**src/rtl/flic_pkg.sv**
```systemverilog
// Shared constants, source tables and state types of the four-level interrupt controller.
package flic_pkg;

    // Counts and widths.
    localparam int unsigned NUM_SRC  = 15;
    localparam int unsigned NUM_FLAG = 17;
    localparam int unsigned NUM_PIN  = 6;
    localparam int unsigned NUM_LVL  = 4;
    localparam int unsigned NUM_CMP  = 3;
    localparam int unsigned NUM_CAP  = 4;
    localparam int unsigned LVL_W    = 2;
    localparam int unsigned SRC_W    = 4;
    localparam int unsigned VEC_W    = 16;
    localparam int unsigned CNT_W    = 16;
    localparam int unsigned CODE_W   = 5;

    // Flag indices in the flag bank.
    localparam int unsigned F_EXT0    = 0;
    localparam int unsigned F_EXT1    = 1;
    localparam int unsigned F_CAP0    = 2;
    localparam int unsigned F_CMP0    = 6;
    localparam int unsigned F_T0      = 9;
    localparam int unsigned F_T1      = 10;
    localparam int unsigned F_URX     = 11;
    localparam int unsigned F_UTX     = 12;
    localparam int unsigned F_I2C     = 13;
    localparam int unsigned F_ADC     = 14;
    localparam int unsigned F_BYTE_OV = 15;
    localparam int unsigned F_WORD_OV = 16;

    // Pin indices in the synchroniser chain.
    localparam int unsigned P_EXT0 = 0;
    localparam int unsigned P_EXT1 = 1;
    localparam int unsigned P_CAP0 = 2;

    // Source indices in tie order, zero is served first within a level.
    localparam int unsigned S_EXT0 = 0;
    localparam int unsigned S_I2C  = 1;
    localparam int unsigned S_ADC  = 2;
    localparam int unsigned S_T0   = 3;
    localparam int unsigned S_CAP0 = 4;
    localparam int unsigned S_CMP0 = 5;
    localparam int unsigned S_EXT1 = 6;
    localparam int unsigned S_CAP1 = 7;
    localparam int unsigned S_CMP1 = 8;
    localparam int unsigned S_T1   = 9;
    localparam int unsigned S_CAP2 = 10;
    localparam int unsigned S_CMP2 = 11;
    localparam int unsigned S_UART = 12;
    localparam int unsigned S_CAP3 = 13;
    localparam int unsigned S_WORD_OVERFLOW_FLAG = 14;

    // Vector address of each source, indexed by source number.
    localparam logic [NUM_SRC-1:0][VEC_W-1:0] VECTOR_TABLE = {
        16'h0073, 16'h004b, 16'h0023, 16'h006b, 16'h0043,
        16'h001b, 16'h0063, 16'h003b, 16'h0013, 16'h005b,
        16'h0033, 16'h000b, 16'h0053, 16'h002b, 16'h0003
    };

    // Enable register layout.
    localparam int unsigned GLOBAL_EN_BIT = 7;

    // Counter wrap detection values.
    localparam logic [7:0]       BYTE_MAX  = 8'hff;
    localparam logic [7:0]       BYTE_ZERO = 8'h00;
    localparam logic [CNT_W-1:0] WORD_MAX  = 16'hffff;
    localparam logic [CNT_W-1:0] WORD_ZERO = 16'h0000;

    // Two-wire status code that carries no bus state and raises no request.
    localparam logic [CODE_W-1:0] I2C_IDLE_CODE = 5'h1f;

    // Software may not set the converter-done flag.
    localparam logic [NUM_FLAG-1:0] SW_SET_MASK = 17'h1bfff;

    // Reset values.
    localparam logic [NUM_PIN-1:0]  PIN_RESET = 6'h00;
    localparam logic [NUM_LVL-1:0]  ISR_RESET = 4'h0;
    localparam logic [NUM_FLAG-1:0] FLAG_RESET = 17'h00000;

    // Request presented to the CPU core.
    typedef struct packed {
        logic             req;
        logic [LVL_W-1:0] level;
        logic [SRC_W-1:0] source;
        logic [VEC_W-1:0] vector;
    } flic_present_s;

    // State of the controller top; the flags are held in the flag bank.
    typedef struct packed {
        logic [NUM_PIN-1:0] pin_meta;
        logic [NUM_PIN-1:0] pin_sync;
        logic [NUM_PIN-1:0] pin_prev;
        logic [CNT_W-1:0]   prev_cnt;
        logic [NUM_LVL-1:0] in_service;
        flic_present_s      present;
    } flic_state_s;

endpackage

```
**src/rtl/flic_flag.sv**
```systemverilog
// Bank of sticky interrupt flags with hardware set and software set and clear.
`timescale 1ns/1ps
module flic_flag #(
    parameter int unsigned W             = 17,
    parameter logic [W-1:0] SET_MASK     = '1,
    parameter logic [W-1:0] RESET_VALUE  = '0
) (
    input  wire logic         clk_sys_i,
    input  wire logic         arst_n_i,
    input  wire logic [W-1:0] hw_set_i,
    input  wire logic [W-1:0] sw_set_i,
    input  wire logic [W-1:0] sw_clr_i,
    output logic      [W-1:0] flag_o
);

    logic [W-1:0] flag;
    logic [W-1:0] next_flag;

    // A set in the same cycle as a clear wins, so no event is lost.
    always_comb begin
        next_flag = (flag & ~sw_clr_i) | hw_set_i | (sw_set_i & SET_MASK);
    end

    // Flags hold until cleared; hardware never clears them.
    always_ff @(posedge clk_sys_i or negedge arst_n_i) begin
        if (!arst_n_i) begin
            flag <= RESET_VALUE;
        end else begin
            flag <= next_flag;
        end
    end

    assign flag_o = flag;

endmodule // flic_flag

```
**src/rtl/flic_pick.sv**
```systemverilog
// Picks the highest-level pending source, lowest source number winning ties.
`timescale 1ns/1ps
module flic_pick (
    input  wire logic [flic_pkg::NUM_SRC-1:0]                     req_i,
    input  wire logic [flic_pkg::NUM_SRC-1:0][flic_pkg::LVL_W-1:0] lvl_i,
    output logic                                                  valid_o,
    output logic      [flic_pkg::SRC_W-1:0]                       src_o,
    output logic      [flic_pkg::LVL_W-1:0]                       lvl_o
);

    // Scan from the last source down; equal level replaces, so earlier sources win.
    always_comb begin
        valid_o = 1'b0;
        src_o   = '0;
        lvl_o   = '0;
        for (int i = flic_pkg::NUM_SRC - 1; i >= 0; i--) begin
            if (req_i[i] && (!valid_o || lvl_i[i] >= lvl_o)) begin
                valid_o = 1'b1;
                src_o   = flic_pkg::SRC_W'(i);
                lvl_o   = lvl_i[i];
            end
        end
    end

endmodule // flic_pick

```
**src/rtl/flic_top.sv**
```systemverilog
// Four-level nested interrupt controller with fifteen vectored sources.
`timescale 1ns/1ps
module flic_top (
    input  wire logic                                             clk_sys_i,
    input  wire logic                                             arst_n_i,
    input  wire logic                                             external_irq0_n_i,
    input  wire logic                                             external_irq1_n_i,
    input  wire logic [flic_pkg::NUM_CAP-1:0]                     capture_input_i,
    input  wire logic                                             timer0_overflow_i,
    input  wire logic                                             timer1_overflow_i,
    input  wire logic                                             uart_rx_done_i,
    input  wire logic                                             uart_tx_done_i,
    input  wire logic                                             serial_bus_status_load_i,
    input  wire logic [flic_pkg::CODE_W-1:0]                      serial_bus_status_code_i,
    input  wire logic                                             adc_result_ready_i,
    input  wire logic [flic_pkg::CNT_W-1:0]                       capture_timer_count_i,
    input  wire logic [flic_pkg::NUM_CMP-1:0][flic_pkg::CNT_W-1:0] compare_value_i,
    input  wire logic [7:0]                                       irq_enable_reg_a_i,
    input  wire logic [7:0]                                       irq_enable_reg_b_i,
    input  wire logic [7:0]                                       priority_low_reg_a_i,
    input  wire logic [7:0]                                       priority_low_reg_b_i,
    input  wire logic [7:0]                                       priority_high_reg_a_i,
    input  wire logic [7:0]                                       priority_high_reg_b_i,
    input  wire logic [flic_pkg::NUM_FLAG-1:0]                    flag_sw_set_i,
    input  wire logic [flic_pkg::NUM_FLAG-1:0]                    flag_sw_clr_i,
    input  wire logic                                             irq_ack_i,
    input  wire logic                                             irq_return_i,
    output logic                                                  irq_req_o,
    output logic      [flic_pkg::VEC_W-1:0]                       irq_vector_o,
    output logic      [flic_pkg::LVL_W-1:0]                       irq_level_o,
    output logic      [flic_pkg::SRC_W-1:0]                       irq_source_o,
    output logic      [flic_pkg::NUM_LVL-1:0]                     in_service_o,
    output logic      [flic_pkg::NUM_FLAG-1:0]                    flags_o
);

    flic_pkg::flic_state_s                          st;
    flic_pkg::flic_state_s                          next_st;
    logic [flic_pkg::NUM_PIN-1:0]                   pins;
    logic [flic_pkg::NUM_FLAG-1:0]                  hw_set;
    logic [flic_pkg::NUM_FLAG-1:0]                  flags;
    logic [flic_pkg::NUM_SRC-1:0]                   src_flag;
    logic [flic_pkg::NUM_SRC-1:0]                   src_en;
    logic [flic_pkg::NUM_SRC-1:0]                   src_plo;
    logic [flic_pkg::NUM_SRC-1:0]                   src_phi;
    logic [flic_pkg::NUM_SRC-1:0]                   pending;
    logic [flic_pkg::NUM_SRC-1:0][flic_pkg::LVL_W-1:0] src_lvl;
    logic                                           best_valid;
    logic [flic_pkg::SRC_W-1:0]                     best_src;
    logic [flic_pkg::LVL_W-1:0]                     best_lvl;
    logic                                           cnt_moved;
    logic                                           global_en;

    // Spreads the two register halves over the sources in tie order.
    function automatic logic [flic_pkg::NUM_SRC-1:0] by_source(
        input logic [7:0] reg_a,
        input logic [7:0] reg_b
    );
        logic [flic_pkg::NUM_SRC-1:0] v;
        v = '0;
        v[flic_pkg::S_EXT0] = reg_a[0];
        v[flic_pkg::S_T0]   = reg_a[1];
        v[flic_pkg::S_EXT1] = reg_a[2];
        v[flic_pkg::S_T1]   = reg_a[3];
        v[flic_pkg::S_UART] = reg_a[4];
        v[flic_pkg::S_I2C]  = reg_a[5];
        v[flic_pkg::S_ADC]  = reg_a[6];
        v[flic_pkg::S_CAP0] = reg_b[0];
        v[flic_pkg::S_CAP1] = reg_b[1];
        v[flic_pkg::S_CAP2] = reg_b[2];
        v[flic_pkg::S_CAP3] = reg_b[3];
        v[flic_pkg::S_CMP0] = reg_b[4];
        v[flic_pkg::S_CMP1] = reg_b[5];
        v[flic_pkg::S_CMP2] = reg_b[6];
        v[flic_pkg::S_WORD_OVERFLOW_FLAG] = reg_b[7];
        return v;
    endfunction

    // Clears the highest level bit that is in service.
    function automatic logic [flic_pkg::NUM_LVL-1:0] drop_top(
        input logic [flic_pkg::NUM_LVL-1:0] isr
    );
        logic [flic_pkg::NUM_LVL-1:0] v;
        logic                         done;
        v    = isr;
        done = 1'b0;
        for (int i = flic_pkg::NUM_LVL - 1; i >= 0; i--) begin
            if (v[i] && !done) begin
                v[i] = 1'b0;
                done = 1'b1;
            end
        end
        return v;
    endfunction

    // Pin inputs gathered for the synchroniser chain.
    assign pins = {capture_input_i, ~external_irq1_n_i, ~external_irq0_n_i};

    // Flag set events from pins, peer units and the capture timer count.
    always_comb begin
        hw_set    = '0;
        cnt_moved = capture_timer_count_i != st.prev_cnt;
        // External lines request on a falling edge, seen after synchronising.
        hw_set[flic_pkg::F_EXT0] = st.pin_sync[flic_pkg::P_EXT0] & ~st.pin_prev[flic_pkg::P_EXT0];
        hw_set[flic_pkg::F_EXT1] = st.pin_sync[flic_pkg::P_EXT1] & ~st.pin_prev[flic_pkg::P_EXT1];
        for (int i = 0; i < flic_pkg::NUM_CAP; i++) begin
            hw_set[flic_pkg::F_CAP0 + i] = st.pin_sync[flic_pkg::P_CAP0 + i]
                                         & ~st.pin_prev[flic_pkg::P_CAP0 + i];
        end
        for (int i = 0; i < flic_pkg::NUM_CMP; i++) begin
            hw_set[flic_pkg::F_CMP0 + i] = cnt_moved
                                         && capture_timer_count_i == compare_value_i[i];
        end
        hw_set[flic_pkg::F_BYTE_OV] = st.prev_cnt[7:0] == flic_pkg::BYTE_MAX
                                    && capture_timer_count_i[7:0] == flic_pkg::BYTE_ZERO;
        hw_set[flic_pkg::F_WORD_OV] = st.prev_cnt == flic_pkg::WORD_MAX
                                    && capture_timer_count_i == flic_pkg::WORD_ZERO;
        hw_set[flic_pkg::F_T0]  = timer0_overflow_i;
        hw_set[flic_pkg::F_T1]  = timer1_overflow_i;
        hw_set[flic_pkg::F_URX] = uart_rx_done_i;
        hw_set[flic_pkg::F_UTX] = uart_tx_done_i;
        hw_set[flic_pkg::F_I2C] = serial_bus_status_load_i
                                && serial_bus_status_code_i != flic_pkg::I2C_IDLE_CODE;
        hw_set[flic_pkg::F_ADC] = adc_result_ready_i;
    end

    // Sticky flag bank; software set of the converter flag is masked off.
    flic_flag #(
        .W           (flic_pkg::NUM_FLAG),
        .SET_MASK    (flic_pkg::SW_SET_MASK),
        .RESET_VALUE (flic_pkg::FLAG_RESET)
    ) u_flags (
        .clk_sys_i (clk_sys_i),
        .arst_n_i  (arst_n_i),
        .hw_set_i  (hw_set),
        .sw_set_i  (flag_sw_set_i),
        .sw_clr_i  (flag_sw_clr_i),
        .flag_o    (flags)
    );

    // Source requests, enables and levels in tie order.
    always_comb begin
        src_flag = '0;
        src_flag[flic_pkg::S_EXT0] = flags[flic_pkg::F_EXT0];
        src_flag[flic_pkg::S_EXT1] = flags[flic_pkg::F_EXT1];
        src_flag[flic_pkg::S_T0]   = flags[flic_pkg::F_T0];
        src_flag[flic_pkg::S_T1]   = flags[flic_pkg::F_T1];
        src_flag[flic_pkg::S_UART] = flags[flic_pkg::F_URX] | flags[flic_pkg::F_UTX];
        src_flag[flic_pkg::S_I2C]  = flags[flic_pkg::F_I2C];
        src_flag[flic_pkg::S_ADC]  = flags[flic_pkg::F_ADC];
        src_flag[flic_pkg::S_CAP0] = flags[flic_pkg::F_CAP0];
        src_flag[flic_pkg::S_CAP1] = flags[flic_pkg::F_CAP0 + 1];
        src_flag[flic_pkg::S_CAP2] = flags[flic_pkg::F_CAP0 + 2];
        src_flag[flic_pkg::S_CAP3] = flags[flic_pkg::F_CAP0 + 3];
        src_flag[flic_pkg::S_CMP0] = flags[flic_pkg::F_CMP0];
        src_flag[flic_pkg::S_CMP1] = flags[flic_pkg::F_CMP0 + 1];
        src_flag[flic_pkg::S_CMP2] = flags[flic_pkg::F_CMP0 + 2];
        src_flag[flic_pkg::S_WORD_OVERFLOW_FLAG] = flags[flic_pkg::F_BYTE_OV]
                                   | flags[flic_pkg::F_WORD_OV];
        global_en = irq_enable_reg_a_i[flic_pkg::GLOBAL_EN_BIT];
        src_en    = by_source(irq_enable_reg_a_i, irq_enable_reg_b_i);
        src_plo   = by_source(priority_low_reg_a_i, priority_low_reg_b_i);
        src_phi   = by_source(priority_high_reg_a_i, priority_high_reg_b_i);
        for (int i = 0; i < flic_pkg::NUM_SRC; i++) begin
            src_lvl[i] = {src_phi[i], src_plo[i]};
        end
        pending = src_flag & src_en & {flic_pkg::NUM_SRC{global_en}};
    end

    // Best pending request by level, then by fixed order.
    flic_pick u_pick (
        .req_i   (pending),
        .lvl_i   (src_lvl),
        .valid_o (best_valid),
        .src_o   (best_src),
        .lvl_o   (best_lvl)
    );

    // Next state: synchronisers, count history, nesting and presentation.
    always_comb begin
        next_st          = st;
        next_st.pin_meta = pins;
        next_st.pin_sync = st.pin_meta;
        next_st.pin_prev = st.pin_sync;
        next_st.prev_cnt = capture_timer_count_i;
        // A return ends the innermost, highest-level service first.
        if (irq_return_i) begin
            next_st.in_service = drop_top(st.in_service);
        end
        // The CPU takes the presented request; its level enters service.
        if (irq_ack_i && st.present.req) begin
            next_st.in_service[st.present.level] = 1'b1;
        end
        // Only a level above every level in service is presented.
        next_st.present.req    = best_valid
                               && (next_st.in_service >> best_lvl) == flic_pkg::ISR_RESET;
        next_st.present.level  = best_lvl;
        next_st.present.source = best_src;
        next_st.present.vector = flic_pkg::VECTOR_TABLE[best_src];
    end

    // State register.
    always_ff @(posedge clk_sys_i or negedge arst_n_i) begin
        if (!arst_n_i) begin
            st.pin_meta   <= flic_pkg::PIN_RESET;
            st.pin_sync   <= flic_pkg::PIN_RESET;
            st.pin_prev   <= flic_pkg::PIN_RESET;
            st.prev_cnt   <= flic_pkg::WORD_ZERO;
            st.in_service <= flic_pkg::ISR_RESET;
            st.present    <= '0;
        end else begin
            st <= next_st;
        end
    end

    // Outputs straight from state flip-flops.
    assign irq_req_o    = st.present.req;
    assign irq_vector_o = st.present.vector;
    assign irq_level_o  = st.present.level;
    assign irq_source_o = st.present.source;
    assign in_service_o = st.in_service;
    assign flags_o      = flags;

    // With global enable low, nothing is presented in the next cycle.
    AST_GLOBAL_OFF: assert property (@(posedge clk_sys_i) disable iff (!arst_n_i)
        !irq_enable_reg_a_i[flic_pkg::GLOBAL_EN_BIT] |=> !irq_req_o)
        else $error("request presented while globally disabled");

    // Software cannot raise the converter-done flag.
    AST_ADC_NO_SW_SET: assert property (@(posedge clk_sys_i) disable iff (!arst_n_i)
        (!flags[flic_pkg::F_ADC] && !adc_result_ready_i && flag_sw_set_i[flic_pkg::F_ADC])
        |=> !flags[flic_pkg::F_ADC])
        else $error("converter-done flag set by software");

    // Capture flag 0 stays set until software clears it.
    AST_CAP_HOLD: assert property (@(posedge clk_sys_i) disable iff (!arst_n_i)
        (flags[flic_pkg::F_CAP0] && !flag_sw_clr_i[flic_pkg::F_CAP0])
        |=> flags[flic_pkg::F_CAP0])
        else $error("capture flag dropped without software clear");

    // A hardware set beats a software clear in the same cycle.
    AST_SET_WINS: assert property (@(posedge clk_sys_i) disable iff (!arst_n_i)
        (hw_set[flic_pkg::F_T0] && flag_sw_clr_i[flic_pkg::F_T0])
        |=> flags[flic_pkg::F_T0])
        else $error("set lost against clear");

    // A presented request is above every level in service.
    AST_NEST_BLOCK: assert property (@(posedge clk_sys_i) disable iff (!arst_n_i)
        irq_req_o |-> (in_service_o >> irq_level_o) == flic_pkg::ISR_RESET)
        else $error("request presented at or below a level in service");

    // Taking a request places its level in service one cycle later.
    AST_ACK_SERVICE: assert property (@(posedge clk_sys_i) disable iff (!arst_n_i)
        (irq_req_o && irq_ack_i && !irq_return_i)
        |=> in_service_o[$past(irq_level_o)] && !irq_req_o || irq_level_o > $past(irq_level_o))
        else $error("acknowledged level not in service");

    // A return without a new grant always removes the highest level in service.
    AST_RETURN_DROP: assert property (@(posedge clk_sys_i) disable iff (!arst_n_i)
        (irq_return_i && !irq_ack_i && in_service_o != flic_pkg::ISR_RESET)
        |=> in_service_o < $past(in_service_o))
        else $error("return left the service levels unchanged");

    // A full 16-bit wrap raises the word overflow flag.
    AST_WORD_OV: assert property (@(posedge clk_sys_i) disable iff (!arst_n_i)
        (st.prev_cnt == flic_pkg::WORD_MAX && capture_timer_count_i == flic_pkg::WORD_ZERO)
        |=> flags[flic_pkg::F_WORD_OV] && flags[flic_pkg::F_BYTE_OV])
        else $error("wrap did not set overflow flags");

    // Either overflow flag raises the single capture timer overflow request.
    AST_OVF_PAIR: assert property (@(posedge clk_sys_i) disable iff (!arst_n_i)
        (flags[flic_pkg::F_BYTE_OV] || flags[flic_pkg::F_WORD_OV])
        |-> src_flag[flic_pkg::S_WORD_OVERFLOW_FLAG])
        else $error("overflow flag raised no request");

    // Either UART completion flag raises the single UART request.
    AST_UART_PAIR: assert property (@(posedge clk_sys_i) disable iff (!arst_n_i)
        (flags[flic_pkg::F_URX] || flags[flic_pkg::F_UTX])
        |-> src_flag[flic_pkg::S_UART])
        else $error("UART completion flag raised no request");

    // A new count equal to compare value 0 raises its match flag.
    AST_CMP_MATCH: assert property (@(posedge clk_sys_i) disable iff (!arst_n_i)
        (cnt_moved && capture_timer_count_i == compare_value_i[0])
        |=> flags[flic_pkg::F_CMP0])
        else $error("compare match did not set its flag");

    // The vector always belongs to the presented source.
    AST_VECTOR: assert property (@(posedge clk_sys_i) disable iff (!arst_n_i)
        irq_req_o |-> irq_vector_o == flic_pkg::VECTOR_TABLE[irq_source_o])
        else $error("vector does not match source");

endmodule // flic_top

```
**config.mk**
```make
export PLATFORM = sky130hd
export DESIGN_NAME = flic_top
export DESIGN_NICKNAME = d
export VERILOG_FILES = /design/src/rtl/flic_pkg.sv /design/src/rtl/flic_flag.sv /design/src/rtl/flic_pick.sv /design/src/rtl/flic_top.sv
export SDC_FILE = /design/constraint.sdc
export NUM_CORES = 1
export LEC_CHECK = 0
export BUFFER_PORTS_ARGS = -buffer_cell sky130_fd_sc_hd__buf_2
export CORE_UTILIZATION = 49
export CTS_CLUSTER_DIAMETER = 60
export CTS_CLUSTER_SIZE = 8
export DETAILED_ROUTE_END_ITERATION = 12
export PLACE_DENSITY_LB_ADDON = 0.1
export SLEW_MARGIN = 20
export SYNTH_ARGS = -nofsm -noshare
export SYNTH_HDL_FRONTEND = slang
export SYNTH_HIERARCHICAL = 1
export SYNTH_SLANG_ARGS = --single-unit
```
**constraint.sdc**
```tcl
create_clock -name clk_sys_i -period 25.4 [get_ports clk_sys_i]
set_input_delay 3.81 -clock clk_sys_i [delete_from_list [all_inputs] [get_ports clk_sys_i]]
set_output_delay 3.81 -clock clk_sys_i [all_outputs]
set_load 0.05 [all_outputs]
```
==> impl_metrics.yaml, run 1 <==
run_status:
  run_status: "finished, final reports clean"
sta:
  min_period_ns: 23.30
  grt_setup_unrepaired: "no"
  fin_setup_tns_ns: 0
  clock-skew-final_ns: 0.00924
  fmax_mhz: 42.9
  period_share_pct: 91.7
  final-setup-viol-count: 0
  slew_headroom_pct: 41.2
  tightest_slew_ns: 0.874
  fin_ws_ns: 2.10
  hold_slack_ns: 0.350
  slew_violations: 0
  final-hold-violation-count: 0
flow_run:
  maxCapViolations: 0
floorplan:
  core-area_um2: 9910
  io_pins: 211
  start_util_pct: 51.2
  fp.dieH_um: 104
  dieWidth_um: 104
  dieArea_um2: 10800
  rows: 36
setup_path:
  crit_path_start_kind: "input pin"
  critical_path_class: "input pin to flip-flop"
  arrival_ns: 23.54
  reg2reg_to: "irq_vector_o[4]$_DFF_PN0_"
  reg2reg_slack_ns: 5.41
  worst_path_max_delay_cell: "nor4_2"
  critPathCaptureType: "flip-flop"
  crit_required_ns: 25.64
  cp_slowest_stage_delay_ns: 0.64
  crit_path_max_fanout: 15
  reg2reg_depth: 94
  rr_startpoint: "u_flags/flag_o[16]$_DFF_PN0_"
  crit_top_cell: "ha_1"
final_layout:
  syn2layout_area_growth_pct: 21.4
  insertedDiodeCount: 0
  fin_nets: 939
  drive_gt1_share_pct: 32.2
  utilization_pct: 62.2
  fillCellCount: 917
detailed_routing:
  ant_nets: 0
  drt-pass1-iter-count: 4
  route.detailed.drc: 0
  drtIter0Drc: 178
  num_vias: 4688
  wire_per_inst_um: 14.5
  via_per_inst: 5.30
  wirelength_mm: 12.8
min_path:
  worstHoldStart: "next_st[54]$_DFF_PN0_"
  hold-path-endpoint: "next_st[48]$_DFF_PN0_"
  hold_class: "flip-flop to flip-flop"
  whs_path_depth: 0
global_routing:
  grt_usage_pct: 24.7
  antenna_found_initial: 1
  grt_pass1_wl_mm: 21.4
  grt_max_degree: 68
  grt_pass1_vias: 4653
  overflow: 0
pwr:
  p_per_area_nw_per_um2: 64.9
  p_seq_share_pct: 32.6
  p_sw_mw: 0.169
  p_int_mw: 0.231
  comb_power_share_pct: 45.0
  p_leak_nw: 3.14
  vdd_drop_max_v: 0.0000477
  power_mw: 0.400
  clock_power_share_pct: 22.4
  p_sw_share_pct: 42.3
cts:
  ctsHoldBuffers: 0
  cts_setup_buffers: 0
  cts_tree: "built"
  clk_latency_ns: 0.35
  clock_tree.buffer_depth: 2
  numCtsBuffers: 9
  clockRootBuffer: "clkbuf_8"
  post_cts_resize_count: 0
  clock_sinks: 67
  clkSlewWorstSetupHoldPaths_ns: 0.08
  htreeDepth: 3
placement:
  gp_congestion: 0.849
  port-buffer-count: 197
  dp_hpwl_mm: 10.4
  place_ws_ns: 1.68
synthesis:
  ys_ff_latch: 67
  yosysUniqueCellTypes: 71
  synth_area_leaders: "dfrtp_1 33%, xor2_1 8.3%, ha_1 6.4%"
  syn-instance-count: 577
  synth_flop_cell: "dfrtp_1"
  synth-xor-area-share_pct: 11.0
  ys_async_sr_fraction_pct: 100
  yosys_warnings: 6
  synth-compound-area-share_pct: 17.1
  synth_area_leader_cell: "dfrtp_1"
  yosysSeqAreaShare_pct: 33.0
  synthSimpleGateAreaFrac_pct: 20.5
  synth_edf_count: 0
  synth_mux_area_share_pct: 2.10
  syn_area_per_cell_um2: 8.80
  synth_adder_area_share_pct: 6.41
  synth_top_family_by_area: "simple AND/OR/NAND/NOR gates"
  synth_top_area_share_pct: 33.0
  synth_area_um2: 5070
-- power by group through the flow --
stage,clock [mW],sequential [mW],combinational (mW)
final,0.0898,0.130,0.180
after global routing,0.0970,0.132,0.197
after global placement,0,0.132,0.174
after floorplan,0,0.139,0.140
after CTS,0.0923,0.130,0.180
after detailed placement,0,0.132,0.179
-- synth_stat cells, drive strengths merged (5+ instances only) --
cell type,number
dfrtp,67
xor2,48
inv,47
nor2,43
buf,41
o21ai,38
nand2,33
ha,26
a21oi,20
nand2b,20
nor4,20
xnor2,16
and3,15
nand4,13
nor2b,10
nand3,9
a21o,8
clkbuf,8
nor3,8
and2,7
mux2,7
o211ai,5
o21a,5
-- final cells by class --
cell class,instances,area (µm²),area share (%)
Tap cell,133,166,2.70
Clock inverter,7,76.3,1.24
Clock buffer,9,124,2.01
Inverter,47,176,2.86
Sequential cell,67,1680,27.2
Multi-Input combinational cell,423,2950,47.9
Timing Repair Buffer,198,993,16.1
-- cell families (layout without fill, tap and decap cells) --
logic type                 count (synthesis)  count (layout)
and+or+nand+nor                          191             191
muxes                                      9               9
xor gates and xnor gates                  64              64
AOI/OAI and AO/OA                        122             122
other                                      2              11
adders and majority gates                 26              26
buffers and inverters                     96             261
DFF                                       67              67
-- cells in the final DEF (no fill, tap or decap), types with 4 or more instances in the layout --
cell / synthesis / layout
nor2_1: 43 / 43
inv_1: 47 / 47
a21o_1: 8 / 8
dfrtp_1: 67 / 67
nand2b_1: 20 / 20
o21a_1: 5 / 5
nand4_1: 13 / 13
and2_1: 7 / 7
nor4_1: 17 / 16
xnor2_1: 16 / 16
and3_1: 15 / 15
nor2b_1: 10 / 10
nand2_1: 33 / 33
ha_1: 26 / 26
mux2_2: 6 / 6
buf_2: 13 / 197
o21ai_0: 20 / 20
o21ai_1: 17 / 17
conb_1: 2 / 11
o211ai_1: 5 / 5
nor4_2: 3 / 4
nand3_1: 9 / 9
nor3_1: 7 / 7
a21oi_1: 19 / 19
clkbuf_8: 0 / 9
xor2_1: 48 / 48
-- how the worst max path moves through the flow --
stage                           from                        end  slack [ns]  cells past startpoint
2_1_floorplan  irq_enable_reg_a_i[7]  irq_vector_o[4]$_DFF_PN0_        4.27                     94
3_3_place_gp   irq_enable_reg_a_i[7]  irq_vector_o[4]$_DFF_PN0_        2.08                     93
3_5_place_dp   irq_enable_reg_a_i[7]  irq_vector_o[4]$_DFF_PN0_        1.68                     95
4_1_cts        irq_enable_reg_a_i[7]  irq_vector_o[4]$_DFF_PN0_        1.96                     95
5_1_grt        irq_enable_reg_a_i[7]  irq_vector_o[4]$_DFF_PN0_        0.30                     95
6_report       irq_enable_reg_a_i[7]  irq_vector_o[4]$_DFF_PN0_        2.10                     95
-- through the flow --
stage                     std cells  instance area, µm²
after global placement          868                5960
after global routing            884                6160
after CTS                       884                6160
after detailed placement        868                5960
final                           884                6160
after floorplan                 586                5110
-- state kept, by name, summed over array words and instances (netlist names) --
signal and cells:
in_service_o 4, irq_vector_o 5, irq_req_o 1, next_st 12, irq_source_o 4, st 22
irq_level_o 2, u_flags/flag_o 17
-- routing by layer --
layer  vias up  global-route usage [%]  wire, µm
met2       182                    41.3      6110
met3        30                    5.10       793
met5         -                       0         8
li1       2310                       -         -
met1      2164                    31.2      5600
met4         2                    9.69       344
-- critical path: cells and delay by family --
kind	cells	cell delay (ns)
AOI/OAI and AO/OA	43	9.04
and+or+nand+nor	32	5.16
adders and majority gates	14	3.67
muxes	4	1.47
buffers and inverters	2	0.34
Note: power is estimated with default switching activity, not from simulation.
==> run 2: changes to the inputs <==
==> constraint.sdc (replaced) <==
create_clock -name clk_sys_i -period 21.8 [get_ports clk_sys_i]
set_input_delay 3.27 -clock clk_sys_i [delete_from_list [all_inputs] [get_ports clk_sys_i]]
set_output_delay 3.27 -clock clk_sys_i [all_outputs]
set_load 0.05 [all_outputs]
==> impl_metrics.yaml, run 2 (synthesis results as in run 1) <==
setup_path:
  crit_required_ns: 22.04
  critical_path_class: "input pin to flip-flop"
  critical_path.top_delay_family: "compound AO/OA/AOI/OAI gates"
  arrival_ns: 20.91
  crit_path_start_kind: "input pin"
  crit_path_max_fanout: 9
  cp_slowest_stage_delay_ns: 0.39
  worst_path_max_delay_cell: "mux2_2"
  critPathCaptureType: "flip-flop"
  crit_top_cell: "ha_1"
  crit_buf_inv: 4
detailed_routing:
  num_vias: 4691
  drtIter0Drc: 172
  wire_per_inst_um: 14.6
  ant_nets: 0
  via_per_inst: 5.22
  drt-pass1-iter-count: 4
  route.detailed.drc: 0
  wirelength_mm: 13.1
global_routing:
  grt_pass1_wl_mm: 21.6
  grt_max_degree: 68
  grt_pass1_vias: 4661
  overflow: 0
  grt_usage_pct: 24.9
  antenna_found_initial: 0
sta:
  clock-skew-final_ns: 0.0120
  fmax_mhz: 48.4
  hold_slack_ns: 0.353
  min_period_ns: 20.67
  slew_violations: 0
  fin_setup_tns_ns: 0
  tightest_slew_ns: 0.995
  period_share_pct: 94.8
  final-setup-viol-count: 0
  final-hold-violation-count: 0
  slew_headroom_pct: 33.0
cts:
  clkSlewWorstSetupHoldPaths_ns: 0.08
  clockRootBuffer: "clkbuf_8"
  ctsHoldBuffers: 0
  numCtsBuffers: 9
  clock_tree.buffer_depth: 2
  htreeDepth: 3
  clk_latency_ns: 0.35
  cts_tree: "built"
  clock_sinks: 67
final_layout:
  fin_nets: 955
  final_cell_mix: "197 x buf_2, 67 x dfrtp_1, 48 x xor2_1"
  final_area_um2: 6370
  syn2layout_area_growth_pct: 25.6
  utilization_pct: 64.3
  layout_commonest_cell: "buf_2"
  largest_reg_flops: 22
  insertedDiodeCount: 0
  largest-register: "st"
  drive_gt1_share_pct: 35.6
floorplan:
  rows: 36
  core-area_um2: 9910
  io_pins: 211
  dieArea_um2: 10800
  start_util_pct: 51.2
  dieWidth_um: 104
  fp.dieH_um: 104
pwr:
  p_leak_nw: 3.22
  comb_power_share_pct: 46.6
  p_seq_share_pct: 31.9
  p_sw_share_pct: 41.9
  p_sw_mw: 0.199
  p_per_area_nw_per_um2: 74.7
  p_int_mw: 0.277
  vdd_drop_max_v: 0.0000535
  clock_power_share_pct: 21.5
placement:
  gp_congestion: 0.867
  dp_hpwl_mm: 10.4
  port-buffer-count: 197
  placed_area_um2: 6050
run_status:
  run_status: "finished, final reports clean"
min_path:
  hold_class: "flip-flop to flip-flop"
flow_run:
  maxCapViolations: 0
## run 2: worst paths after layout
check / startpoint / depth (start not counted) / slack, ns / end
max in group asynchronous: arst_n_i / 2 / 18.15 / st[40]$_DFF_PN0_
worst max-delay path: irq_enable_reg_a_i[7] / 94 / 1.13 / irq_vector_o[4]$_DFF_PN0_
min in group asynchronous: arst_n_i / 2 / 3.11 / st[38]$_DFF_PN0_
worst max register to register: u_flags/flag_o[16]$_DFF_PN0_ / 93 / 3.70 / irq_vector_o[4]$_DFF_PN0_
worst min register to register: next_st[52]$_DFF_PN0_ / 0 / 0.35 / next_st[46]$_DFF_PN0_
worst min-delay path: next_st[52]$_DFF_PN0_ / 0 / 0.35 / next_st[46]$_DFF_PN0_
## run 2: power by group through the flow
| stage | registers (mW) | logic (mW) | clock network, mW |
|---|---|---|---|
| 2_1_floorplan | 0.162 | 0.163 | 0 |
| 3_3_place_gp | 0.154 | 0.210 | 0 |
| 3_5_place_dp | 0.154 | 0.214 | 0 |
| 4_1_cts | 0.152 | 0.216 | 0.105 |
| 5_1_grt | 0.154 | 0.241 | 0.111 |
| 6_report | 0.152 | 0.222 | 0.102 |
## run 2: through the flow
stage          total power, mW  cells  setup WS (ns)
3_5_place_dp             0.368    880         0.0736
2_1_floorplan            0.325    586           1.21
4_1_cts                  0.473    895          0.340
6_report                 0.476    899           1.13
5_1_grt                  0.506    899         -0.134
3_3_place_gp             0.364    880          0.337
## run 2: layout make-up
type | count | area [µm²]
fillers | 891 | 3540
clock buffers | 9 | 124
repair buffers | 214 | 1110
inverters | 47 | 176
clock inverters | 6 | 66.3
flip-flops and latches | 67 | 1680
well taps | 133 | 166
multi-input cells | 423 | 3050
## run 2: metal layers
metal | GRT usage, % | share of wire [%] | vias to the layer above
li1 | - | - | 2345
met1 | 31.9 | 44 | 2148
met2 | 42.7 | 49 | 178
met3 | 4.34 | 5.4 | 20
met4 | 8.06 | 1.7 | 0
met5 | 0 | 0 | -
## run 2: repair_timing
item | 4_1_cts | 5_1_grt
endpoints found under the setup margin | 0 | 11
setup buffers | 0 | 4
gates resized for setup | 0 | 23
## run 2: worst reg2reg max path, delay by kind of cell, from the launching register on
family | cells | cell delay [ns]
simple gates | 33 | 4.62
fa+ha+maj | 14 | 3.73
mux | 6 | 2.00
compound gates | 37 | 6.84
flops | 1 | 0.41
buf+inv | 3 | 0.38
